## config.mk

```make
export PLATFORM = sky130hd
export DESIGN_NAME = rspr_top
export DESIGN_NICKNAME = d
export VERILOG_FILES = /design/src/verilog/rspr_pkg.sv /design/src/verilog/rspr_if.sv /design/src/verilog/rspr_decode.sv /design/src/verilog/rspr_top.sv
export SDC_FILE = /design/constraint.sdc
export NUM_CORES = 1
export LEC_CHECK = 0
export ABC_AREA = 1
export BUFFER_PORTS_ARGS = -buffer_cell sky130_fd_sc_hd__buf_2
export CORE_AREA = 2 2 131 133
export DETAILED_ROUTE_END_ITERATION = 10
export DIE_AREA = 0 0 133 135
export GPL_TIMING_DRIVEN = 0
export SLEW_MARGIN = 10
export SYNTH_ARGS = -nofsm -noshare
export SYNTH_HDL_FRONTEND = slang
export SYNTH_SLANG_ARGS = --single-unit
```

## constraint.sdc

```tcl
create_clock -name CLK -period 1.6 [get_ports CLK]
set_clock_uncertainty 0.2 [all_clocks]
set_input_delay 0.24 -clock CLK [delete_from_list [all_inputs] [get_ports CLK]]
set_output_delay 0.24 -clock CLK [all_outputs]
set_load 0.005 [all_outputs]
```

## src/verilog/rspr_pkg.sv

```systemverilog
package rspr_pkg;
    // Register byte offsets
    localparam logic [11:0] CTRL_OFS    = 12'h980;  // Bank 9 power control
    localparam logic [11:0] SET_OFS     = 12'h984;  // Bank 9 set
    localparam logic [11:0] CLR_OFS     = 12'h988;  // Bank 9 clear
    localparam logic [11:0] MODE_OFS    = 12'h98C;  // System OFF request
    localparam logic [11:0] STAT_OFS    = 12'h990;  // Effective supply state
    // Field layout
    localparam int          NSEC        = 16;       // Sections per bank
    localparam int          KEEP_LSB    = 16;       // Retention fields at 16..31
    localparam logic [31:0] CTRL_RESET  = 32'h0000FFFF;
    localparam logic [31:0] ZERO_WORD   = 32'h00000000;
endpackage

```

## src/verilog/rspr_if.sv

```systemverilog
`timescale 1ns/1ps
// Control word and section view passed to the supply decoder
interface rspr_if;
    logic [31:0] ctrl;      // Combined power and retention fields
    logic        sys_off;   // System OFF request
    logic [15:0] supply;    // Section powered
    logic [15:0] retain;    // Section contents kept
    modport ctl (output ctrl, output sys_off, input supply, input retain);
    modport dec (input ctrl, input sys_off, output supply, output retain);
endinterface

```

## src/verilog/rspr_decode.sv

```systemverilog
`timescale 1ns/1ps
module rspr_decode
(
    rspr_if.dec bus     // Control word in, section state out
);
    // Per-section supply and retention, OFF mode overrides power
    genvar n;
    generate
        for (n = 0; n < rspr_pkg::NSEC; n++)
        begin : g_sec
            assign bus.supply[n] = bus.ctrl[n] & ~bus.sys_off;
            // Powered sections always keep data; off ones only if kept
            assign bus.retain[n] = bus.supply[n]
                                 | bus.ctrl[rspr_pkg::KEEP_LSB + n];
        end
    endgenerate
endmodule

```

## src/verilog/rspr_top.sv

```systemverilog
// Chosen here: the APB slave port.
`timescale 1ns/1ps
// Function
// - Writing one to a retention bit of the clear register switches that retention off.
// - The power control register sits at 0x980 and resets to 0x0000FFFF.
// - Power bit n at 1 keeps section n on in System ON, at 0 switches it off.
// - A powered section always keeps its contents.
// - An unpowered section keeps its contents only if its retention bit is set.
// - System OFF powers off every section regardless of the power bits.
// - Writing one to a bit of the set register turns that setting on.
module rspr_top
#(
    parameter int SECTIONS = rspr_pkg::NSEC  // Sections per bank, fixed by the word layout
)
(
    input  wire logic        CLK,       // 20 MHz clock
    input  wire logic        RESET,     // Synchronous, active high
    input  wire logic        PSEL,      // APB select
    input  wire logic        PENABLE,   // APB access phase
    input  wire logic        PWRITE,    // APB direction
    input  wire logic [11:0] PADDR,     // APB byte address
    input  wire logic [31:0] PWDATA,    // APB write data
    output logic      [31:0] PRDATA,    // APB read data, registered
    output logic             PREADY,    // APB ready, registered
    output logic             PSLVERR,   // Unmapped access
    input  wire logic        SYS_OFF,   // System OFF entry, same clock domain
    output logic      [15:0] SEC_POWER, // Section supplied
    output logic      [15:0] SEC_KEEP   // Section contents retained
);
    // Carrier between the register file and the supply decoder
    rspr_if sec ();

    logic [31:0] ctrl_q, ctrl_d;
    logic        off_q, off_d;
    logic [31:0] rdata_q, rdata_d;
    logic        ready_q, ready_d;
    logic        err_q, err_d;
    logic [15:0] pwr_q, pwr_d;
    logic [15:0] keep_q, keep_d;

    // Power and retention share one word, so only a full bank of sections fits
    if (SECTIONS != rspr_pkg::NSEC)
    begin : g_bad_sections
        $error("SECTIONS must match the register word layout");
    end

    // Address decode used by both read and write paths
    function automatic logic mapped(input logic [11:0] a);
        mapped = (a == rspr_pkg::CTRL_OFS) || (a == rspr_pkg::SET_OFS)
              || (a == rspr_pkg::CLR_OFS) || (a == rspr_pkg::MODE_OFS)
              || (a == rspr_pkg::STAT_OFS);
    endfunction

    // Access phase taken once; the answer follows on the next edge
    wire access = PSEL & PENABLE & ~ready_q;   // One wait state, then ready
    wire wr     = access & PWRITE & mapped(PADDR);

    assign sec.ctrl    = ctrl_q;
    assign sec.sys_off = off_q;

    rspr_decode u_dec
    (
        .bus (sec)
    );

    // Control word and System OFF latch
    always_comb
    begin
        ctrl_d = ctrl_q;
        off_d  = off_q | SYS_OFF;  // OFF latches until software clears
        if (wr)
        begin
            unique case (PADDR)
                rspr_pkg::CTRL_OFS: ctrl_d = PWDATA;
                rspr_pkg::SET_OFS:  ctrl_d = ctrl_q | PWDATA;
                rspr_pkg::CLR_OFS:  ctrl_d = ctrl_q & ~PWDATA;
                rspr_pkg::MODE_OFS: off_d  = PWDATA[0] | SYS_OFF;  // Pin wins over a clear
                default:            ctrl_d = ctrl_q;
            endcase
        end
    end

    // Bus answer; registering costs a wait state but keeps reads off the decode path
    always_comb
    begin
        rdata_d = rdata_q;
        ready_d = access;
        err_d   = access & ~mapped(PADDR);
        if (access & ~PWRITE)
        begin
            unique case (PADDR)
                rspr_pkg::CTRL_OFS: rdata_d = ctrl_q;
                rspr_pkg::MODE_OFS: rdata_d = {31'h00000000, off_q};
                rspr_pkg::STAT_OFS: rdata_d = {sec.retain, sec.supply};
                default:            rdata_d = rspr_pkg::ZERO_WORD;
            endcase
        end
    end

    // Section view; leaves through flops so the pins change once per write
    always_comb
    begin
        pwr_d  = sec.supply;
        keep_d = sec.retain;
    end

    // Control registers
    always_ff @(posedge CLK)
    begin
        if (RESET)
        begin
            ctrl_q <= rspr_pkg::CTRL_RESET;
            off_q  <= 1'b0;
        end
        else
        begin
            ctrl_q <= ctrl_d;
            off_q  <= off_d;
        end
    end

    // Bus answer registers
    always_ff @(posedge CLK)
    begin
        if (RESET)
        begin
            rdata_q <= rspr_pkg::ZERO_WORD;
            ready_q <= 1'b0;
            err_q   <= 1'b0;
        end
        else
        begin
            rdata_q <= rdata_d;
            ready_q <= ready_d;
            err_q   <= err_d;
        end
    end

    // Section view registers
    always_ff @(posedge CLK)
    begin
        if (RESET)
        begin
            pwr_q  <= 16'h0000;
            keep_q <= 16'h0000;
        end
        else
        begin
            pwr_q  <= pwr_d;
            keep_q <= keep_d;
        end
    end

    assign PRDATA    = rdata_q;
    assign PREADY    = ready_q;
    assign PSLVERR   = err_q;
    assign SEC_POWER = pwr_q;
    assign SEC_KEEP  = keep_q;
endmodule
```

==> impl_metrics.env, run 1 <==
export IMPL_status="complete, no violations"
export IMPL_crit_top_cell="nand2_1"
export IMPL_vias_per_cell=4.47
export IMPL_final_max_slew_viol_count=0
export IMPL_max_freq_mhz=653
export IMPL_clockRootBuffer="clkbuf_16"
export IMPL_path_max_fanout=10
export IMPL_antenna_found_initial=0
export IMPL_setup_slack_ns=0.0688
export IMPL_critPathBufInv=2
export IMPL_slew_limit_headroom=0.679
export IMPL_synthArstFlopShare=0
export IMPL_syn_instance_count=544
export IMPL_intPower_mw=4.18
export IMPL_p_sw_frac=0.223
export IMPL_synth_commonest_cells="dfxtp_1, nand2_1, nand3_1"
export IMPL_dp_hpwl_um=10400
export IMPL_p_per_area_nw_per_um2=952
export IMPL_synth_edff_count=0
export IMPL_synth_most_common_cell="dfxtp_1"
export IMPL_crit_chain="inv_1 > clkbuf_2 > nand2_1 > o21ai_0 > nand2_1 > a21oi_1"
export IMPL_cp_arrival_ns=1.61
export IMPL_crit_path_top_delay_cell="dfxtp_2"
export IMPL_cts_max_level=3
export IMPL_dp_worst_setup_slack_ns=-0.581
export IMPL_p_leak_nw=2.37
export IMPL_fp_dieArea_um2=18000
export IMPL_worstPathRequired_ns=1.68
export IMPL_clk_path_buf_depth=2
export IMPL_grt_ovfl_total=0
export IMPL_worstHoldPathType="in -> reg"
export IMPL_drc=0
export IMPL_rsz0062_at_grt="yes"
export IMPL_fin_crit_sh=0.957
export IMPL_cts_tree="yes"
export IMPL_syn2layout_area_growth_pct=40.1
export IMPL_critPathLaunch="off_q"
export IMPL_setup_viol=0
export IMPL_drtAntennaViolNets=0
export IMPL_synth_cell_types=23
export IMPL_wl_met3_um=765
export IMPL_diodes=0
export IMPL_switchingPower_mw=1.20
export IMPL_ys_seq_area_frac=0.491
export IMPL_io_buffers=114
export IMPL_drv_cap=0
export IMPL_synth_area_um2=4030
export IMPL_synth_top_area_frac=0.491
export IMPL_layout_nets=754
export IMPL_synth_top_cell_by_area="dfxtp_1"
export IMPL_cts_made_buffers=9
export IMPL_worst_setup_path_end_kind="register"
export IMPL_fill_cells=1774
export IMPL_post_drt_wl_per_cell_um=14.6
export IMPL_grt_pass1_wl_um=21000
export IMPL_regToRegSetupSlack_ns=0.07
export IMPL_startpoint_type="register"
export IMPL_finalHoldViolations=0
export IMPL_io_pins=116
export IMPL_vdd_drop_max_uv=503
export IMPL_seq_power_share=0.474
export IMPL_worst_slew_pin_slew_ns=0.481
export IMPL_synth_avg_cell_area_um2=7.41
export IMPL_period_needed_ns=1.53
export IMPL_worstSkewPairLatency_ns=0.35
export IMPL_drt_met1_wl_um=6400
export IMPL_slowest_delay_ns=0.35
export IMPL_synth_top_flop_cell="dfxtp_1"
export IMPL_drtPass1Iterations=4
export IMPL_combPwrFrac=0.087
export IMPL_place_gp_congestion=0.836
export IMPL_synth_fp_nets=594
export IMPL_drt_iter0_drc=300
export IMPL_die_x_um=133
export IMPL_drive_gt1_frac=0.257
export IMPL_pwr_share_clk=0.439
export IMPL_r2r_start="off_q"
export IMPL_synthTopCellsByArea="dfxtp_1, nand3_1, nand2_1"
export IMPL_cp_top_family="compound AO/OA/AOI/OAI gates"
export IMPL_yosys_warnings=0
export IMPL_start_util=0.246
export IMPL_track_usage=0.152
export IMPL_finalWirelength_um=13600
export IMPL_hp_start="PWRITE"
export IMPL_cts_sinks=99
export IMPL_dr_total_vias=4148
export IMPL_worstSetupPathType="reg -> reg"
export IMPL_die_y_um=135
export IMPL_highest_layer="met4"
export IMPL_routed_wl_met2_um=6130
export IMPL_path_clk_slew_ns=0.07
export IMPL_row_count=47
export IMPL_utilization=0.344
export IMPL_core_area_um2=16400
export IMPL_grt_max_degree=16
export IMPL_ys_seq_elements=99
export IMPL_grt_pass1_vias=3925
[cell usage in the layout, fill, tap and decap left out]
cell / instances
nor2_2: 2
dfxtp_2: 1
clkbuf_2: 4
clkbuf_4: 2
clkinv_1: 1
o31ai_1: 1
nor2_4: 7
bufinv_16: 2
o21ai_0: 13
clkbuf_16: 9
clkbuf_8: 5
nand2_1: 87
a21oi_2: 3
inv_1: 12
inv_2: 2
buf_4: 10
nor3b_1: 2
dfxtp_1: 98
buf_2: 123
a21oi_1: 60
clkinv_2: 3
o21ai_1: 51
nor2_1: 70
buf_1: 2
nand3_4: 1
dlygate4sd3_1: 33
nor3_1: 1
nand4_1: 1
nand2_2: 5
nand3_1: 85
inv_4: 1
clkbuf_1: 10
buf_6: 2
[cell families (layout without fill, tap and decap cells)]
| logic type | count (synthesis) | in the layout | share of synthesized area |
|---|---|---|---|
| buffers and inverters | 56 | 221 | 0.0624 |
| DFF | 99 | 99 | 0.491 |
| AOI/OAI and AO/OA | 128 | 128 | 0.159 |
| and+or+nand+nor | 261 | 261 | 0.287 |
[final cells by class]
type,count,area [um^2],area share
clock inverter,5,75.1,0.0133
sequential,99,1980,0.351
multi-input combinational,389,1840,0.325
clock buffer,11,253,0.0447
buffer,40,249,0.0441
inverter,16,62.6,0.0111
timing repair buffer,149,916,0.162
tap,220,275,0.0487
[state kept, by name, summed over array words and instances, names as in the netlist]
signal,count
ctrl_q,32
SEC_KEEP,16
SEC_POWER,16
PSLVERR,1
PREADY,1
off_q,1
PRDATA,32
[power groups by stage]
| stage | registers, mW | clock network, mW | logic (mW) |
|---|---|---|---|
| floorplan | 2.61 | 0 | 0.179 |
| global placement | 2.60 | 0 | 0.388 |
| detailed placement | 2.60 | 0 | 0.393 |
| CTS | 2.55 | 2.41 | 0.470 |
| global route | 2.55 | 2.52 | 0.523 |
| finish | 2.55 | 2.36 | 0.470 |
[timing repair]
| item | CTS | global route |
|---|---|---|
| resized for setup | 28 | 25 |
| buffers inserted | 0 | 2 |
| gates cloned | 0 | 0 |
| pin swaps | 2 | 2 |
| hold buffers | 33 | 0 |
| endpoints found under the setup margin | 62 | 56 |
| endpoints found under the hold margin | 33 | 0 |
[final timing paths]
kind / to / cells past startpoint
setup / recovery: PRDATA[1] / 6
hold reg to reg: PRDATA[12] / 2
setup reg to reg: PRDATA[1] / 6
hold / removal: PRDATA[0] / 4
[worst reg2reg max path, cell delays in order (launching register included)]
cell and delay, ns:
dfxtp_2 0.35, inv_1 0.10, clkbuf_2 0.25, nand2_1 0.10
o21ai_0 0.25, nand2_1 0.09, a21oi_1 0.12
[layer usage]
layer | track usage | up-vias
li1 | - | 2143
met1 | 0.201 | 1879
met2 | 0.241 | 109
met3 | 0.0368 | 17
met4 | 0.0579 | 0
met5 | 0 | -
[metrics by stage]
step	area, um^2	hold WS (ns)	instances	total power, mW	TNS, ns
after detailed placement	4880	0.252	878	3.00	-24.53
after floorplan	4030	0.194	544	2.79	0
after global routing	5650	0.0784	929	5.60	0
after CTS	5610	0.0437	927	5.43	-0.0507
final	5650	0.0586	929	5.38	0
after global placement	4880	0.250	878	2.99	-25.61
(Power assumes the default switching activity.)
==> inputs of run 2 (changes only) <==
--- a/config.mk
+++ b/config.mk
@@ -11,6 +11,7 @@
 export DETAILED_ROUTE_END_ITERATION = 10
 export DIE_AREA = 0 0 133 135
 export GPL_TIMING_DRIVEN = 0
+export RECOVER_POWER = 100
 export SLEW_MARGIN = 10
 export SYNTH_ARGS = -nofsm -noshare
 export SYNTH_HDL_FRONTEND = slang
==> constraint.sdc (replaced) <==
create_clock -name CLK -period 1.39 [get_ports CLK]
set_clock_uncertainty 0.2 [all_clocks]
set_input_delay 0.2085 -clock CLK [delete_from_list [all_inputs] [get_ports CLK]]
set_output_delay 0.2085 -clock CLK [all_outputs]
set_load 0.005 [all_outputs]
==> impl_metrics.env, run 2 (synthesis results as in run 1) <==
export IMPL_slew_limit_headroom=0.574
export IMPL_period_needed_ns=1.50
export IMPL_worst_setup_path_end_kind="register"
export IMPL_io_pins=116
export IMPL_syn2layout_area_growth_pct=50.1
export IMPL_drtAntennaViolNets=0
export IMPL_fp_dieArea_um2=18000
export IMPL_cts_sinks=99
export IMPL_antenna_found_initial=0
export IMPL_worstHoldPathType="in -> reg"
export IMPL_place_gp_congestion=0.846
export IMPL_routed_wl_met2_um=6220
export IMPL_grt_ovfl_total=0
export IMPL_worstSkewPairLatency_ns=0.36
export IMPL_dr_total_vias=4243
export IMPL_grt_max_degree=19
export IMPL_worst_slew_pin_slew_ns=0.639
export IMPL_clockRootBuffer="clkbuf_16"
export IMPL_start_util=0.246
export IMPL_vdd_drop_max_uv=625
export IMPL_finalWirelength_um=13700
export IMPL_track_usage=0.156
export IMPL_clk_path_buf_depth=2
export IMPL_r2r_start="off_q"
export IMPL_cts_made_buffers=9
export IMPL_cp_arrival_ns=1.60
export IMPL_drive_gt1_frac=0.288
export IMPL_max_freq_mhz=665
export IMPL_wl_met3_um=831
export IMPL_holdPathStages=5
export IMPL_ff2ff_path_depth=6
export IMPL_cts_tree="yes"
export IMPL_regToRegSetupSlack_ns=-0.11
export IMPL_p_leak_nw=2.32
export IMPL_grt_pass1_wl_um=21500
export IMPL_dp_hpwl_um=10300
export IMPL_path_max_fanout=10
export IMPL_worstReg2RegEnd="PRDATA[27]"
export IMPL_die_x_um=133
export IMPL_vias_per_cell=4.53
export IMPL_drtPass1Iterations=5
export IMPL_drc=0
export IMPL_drv_cap=0
export IMPL_io_buffers=114
export IMPL_grt_pass1_vias=4052
export IMPL_layout_common_cells="dfxtp_1, nand3_1, buf_2, nor2_1, clkbuf_1"
export IMPL_rsz0062_at_grt="yes"
export IMPL_highest_layer="met4"
export IMPL_worstPathRequired_ns=1.48
export IMPL_final_area_um2=6050
export IMPL_setup_viol=62
export IMPL_final_max_slew_viol_count=0
export IMPL_hold_end="PREADY"
export IMPL_startpoint_type="register"
export IMPL_drt_iter0_drc=325
export IMPL_post_drt_wl_per_cell_um=14.7
export IMPL_worstSetupPathType="reg -> reg"
export IMPL_cts_max_level=3
export IMPL_status="finished, violations left"
export IMPL_diodes=0
export IMPL_holdWs_ns=0.0415
export IMPL_die_y_um=135
export IMPL_violations="negative setup slack"
export IMPL_final_common_cell="dfxtp_1"
export IMPL_fin_crit_sh=1.08
export IMPL_setup_slack_ns=-0.114
export IMPL_layout_nets=761
export IMPL_hp_start="PENABLE"
export IMPL_drt_met1_wl_um=6410
export IMPL_core_area_um2=16400
export IMPL_path_clk_slew_ns=0.07
export IMPL_finalHoldViolations=0
export IMPL_row_count=47
export IMPL_post_dp_cell_area_um2=4940
export IMPL_p_per_area_nw_per_um2=989
## run 2: per-layer routing
metal	up-vias	track usage
li1	2165	-
met1	1935	0.206
met2	129	0.247
met3	14	0.0439
met4	0	0.0478
met5	-	0
## run 2: critical path, stage by stage (launching register included)
cell and delay [ns]:
dfxtp_2 0.36, inv_1 0.10, clkbuf_2 0.26, a21oi_2 0.11, o21ai_1 0.20, nand2_2 0.08, a21oi_2 0.13
## run 2: worst max path at each step
| stage | from | to | slack, ns | depth (start not counted) |
|---|---|---|---|---|
| after global routing | PREADY | ctrl_q[7] | -0.20 | 7 |
| after global placement | PSEL | PRDATA[31] | -0.51 | 9 |
| after CTS | PREADY | ctrl_q[26] | -0.1 | 7 |
| after floorplan | PADDR[7] | ctrl_q[21] | -0.009 | 9 |
| after detailed placement | PSEL | PRDATA[20] | -0.52 | 9 |
| final | off_q | PRDATA[27] | -0.11 | 6 |
## run 2: through the flow
step | TNS (ns) | setup WS, ns | util | power, mW | std cells
2_1_floorplan | -0.142 | -0.00856 | - | 3.21 | 544
3_3_place_gp | -29.28 | -0.511 | 0.301 | 3.45 | 878
3_5_place_dp | -29.77 | -0.515 | 0.301 | 3.45 | 878
4_1_cts | -3.85 | -0.0995 | 0.363 | 6.03 | 934
5_1_grt | -9.37 | -0.195 | 0.369 | 6.22 | 936
6_report | -3.83 | -0.114 | 0.369 | 5.99 | 936
## run 2: power by group
group          internal, mW  switching [mW]
Combinational         0.275           0.344
Sequential             2.91          0.0232
Clock                  1.25            1.19
## run 2: area by class of cell
class / count / area [um^2]
fill: 1780 / 10400
multi-input combinational: 389 / 2120
sequential: 99 / 1980
timing repair buffer: 156 / 967
buffer: 40 / 342
tap: 220 / 275
clock buffer: 9 / 225
inverter: 16 / 76.3
clock inverter: 7 / 60.1
## run 2: what timing repair did
item                                    in CTS  in global routing
endpoints found under the hold margin       33                  0
gates cloned                                 5                  0
endpoints found under the setup margin      78                 64
resized for setup                           93                 45
pin swaps                                   29                  5
buffers inserted                             2                  2
hold buffers                                33                  0
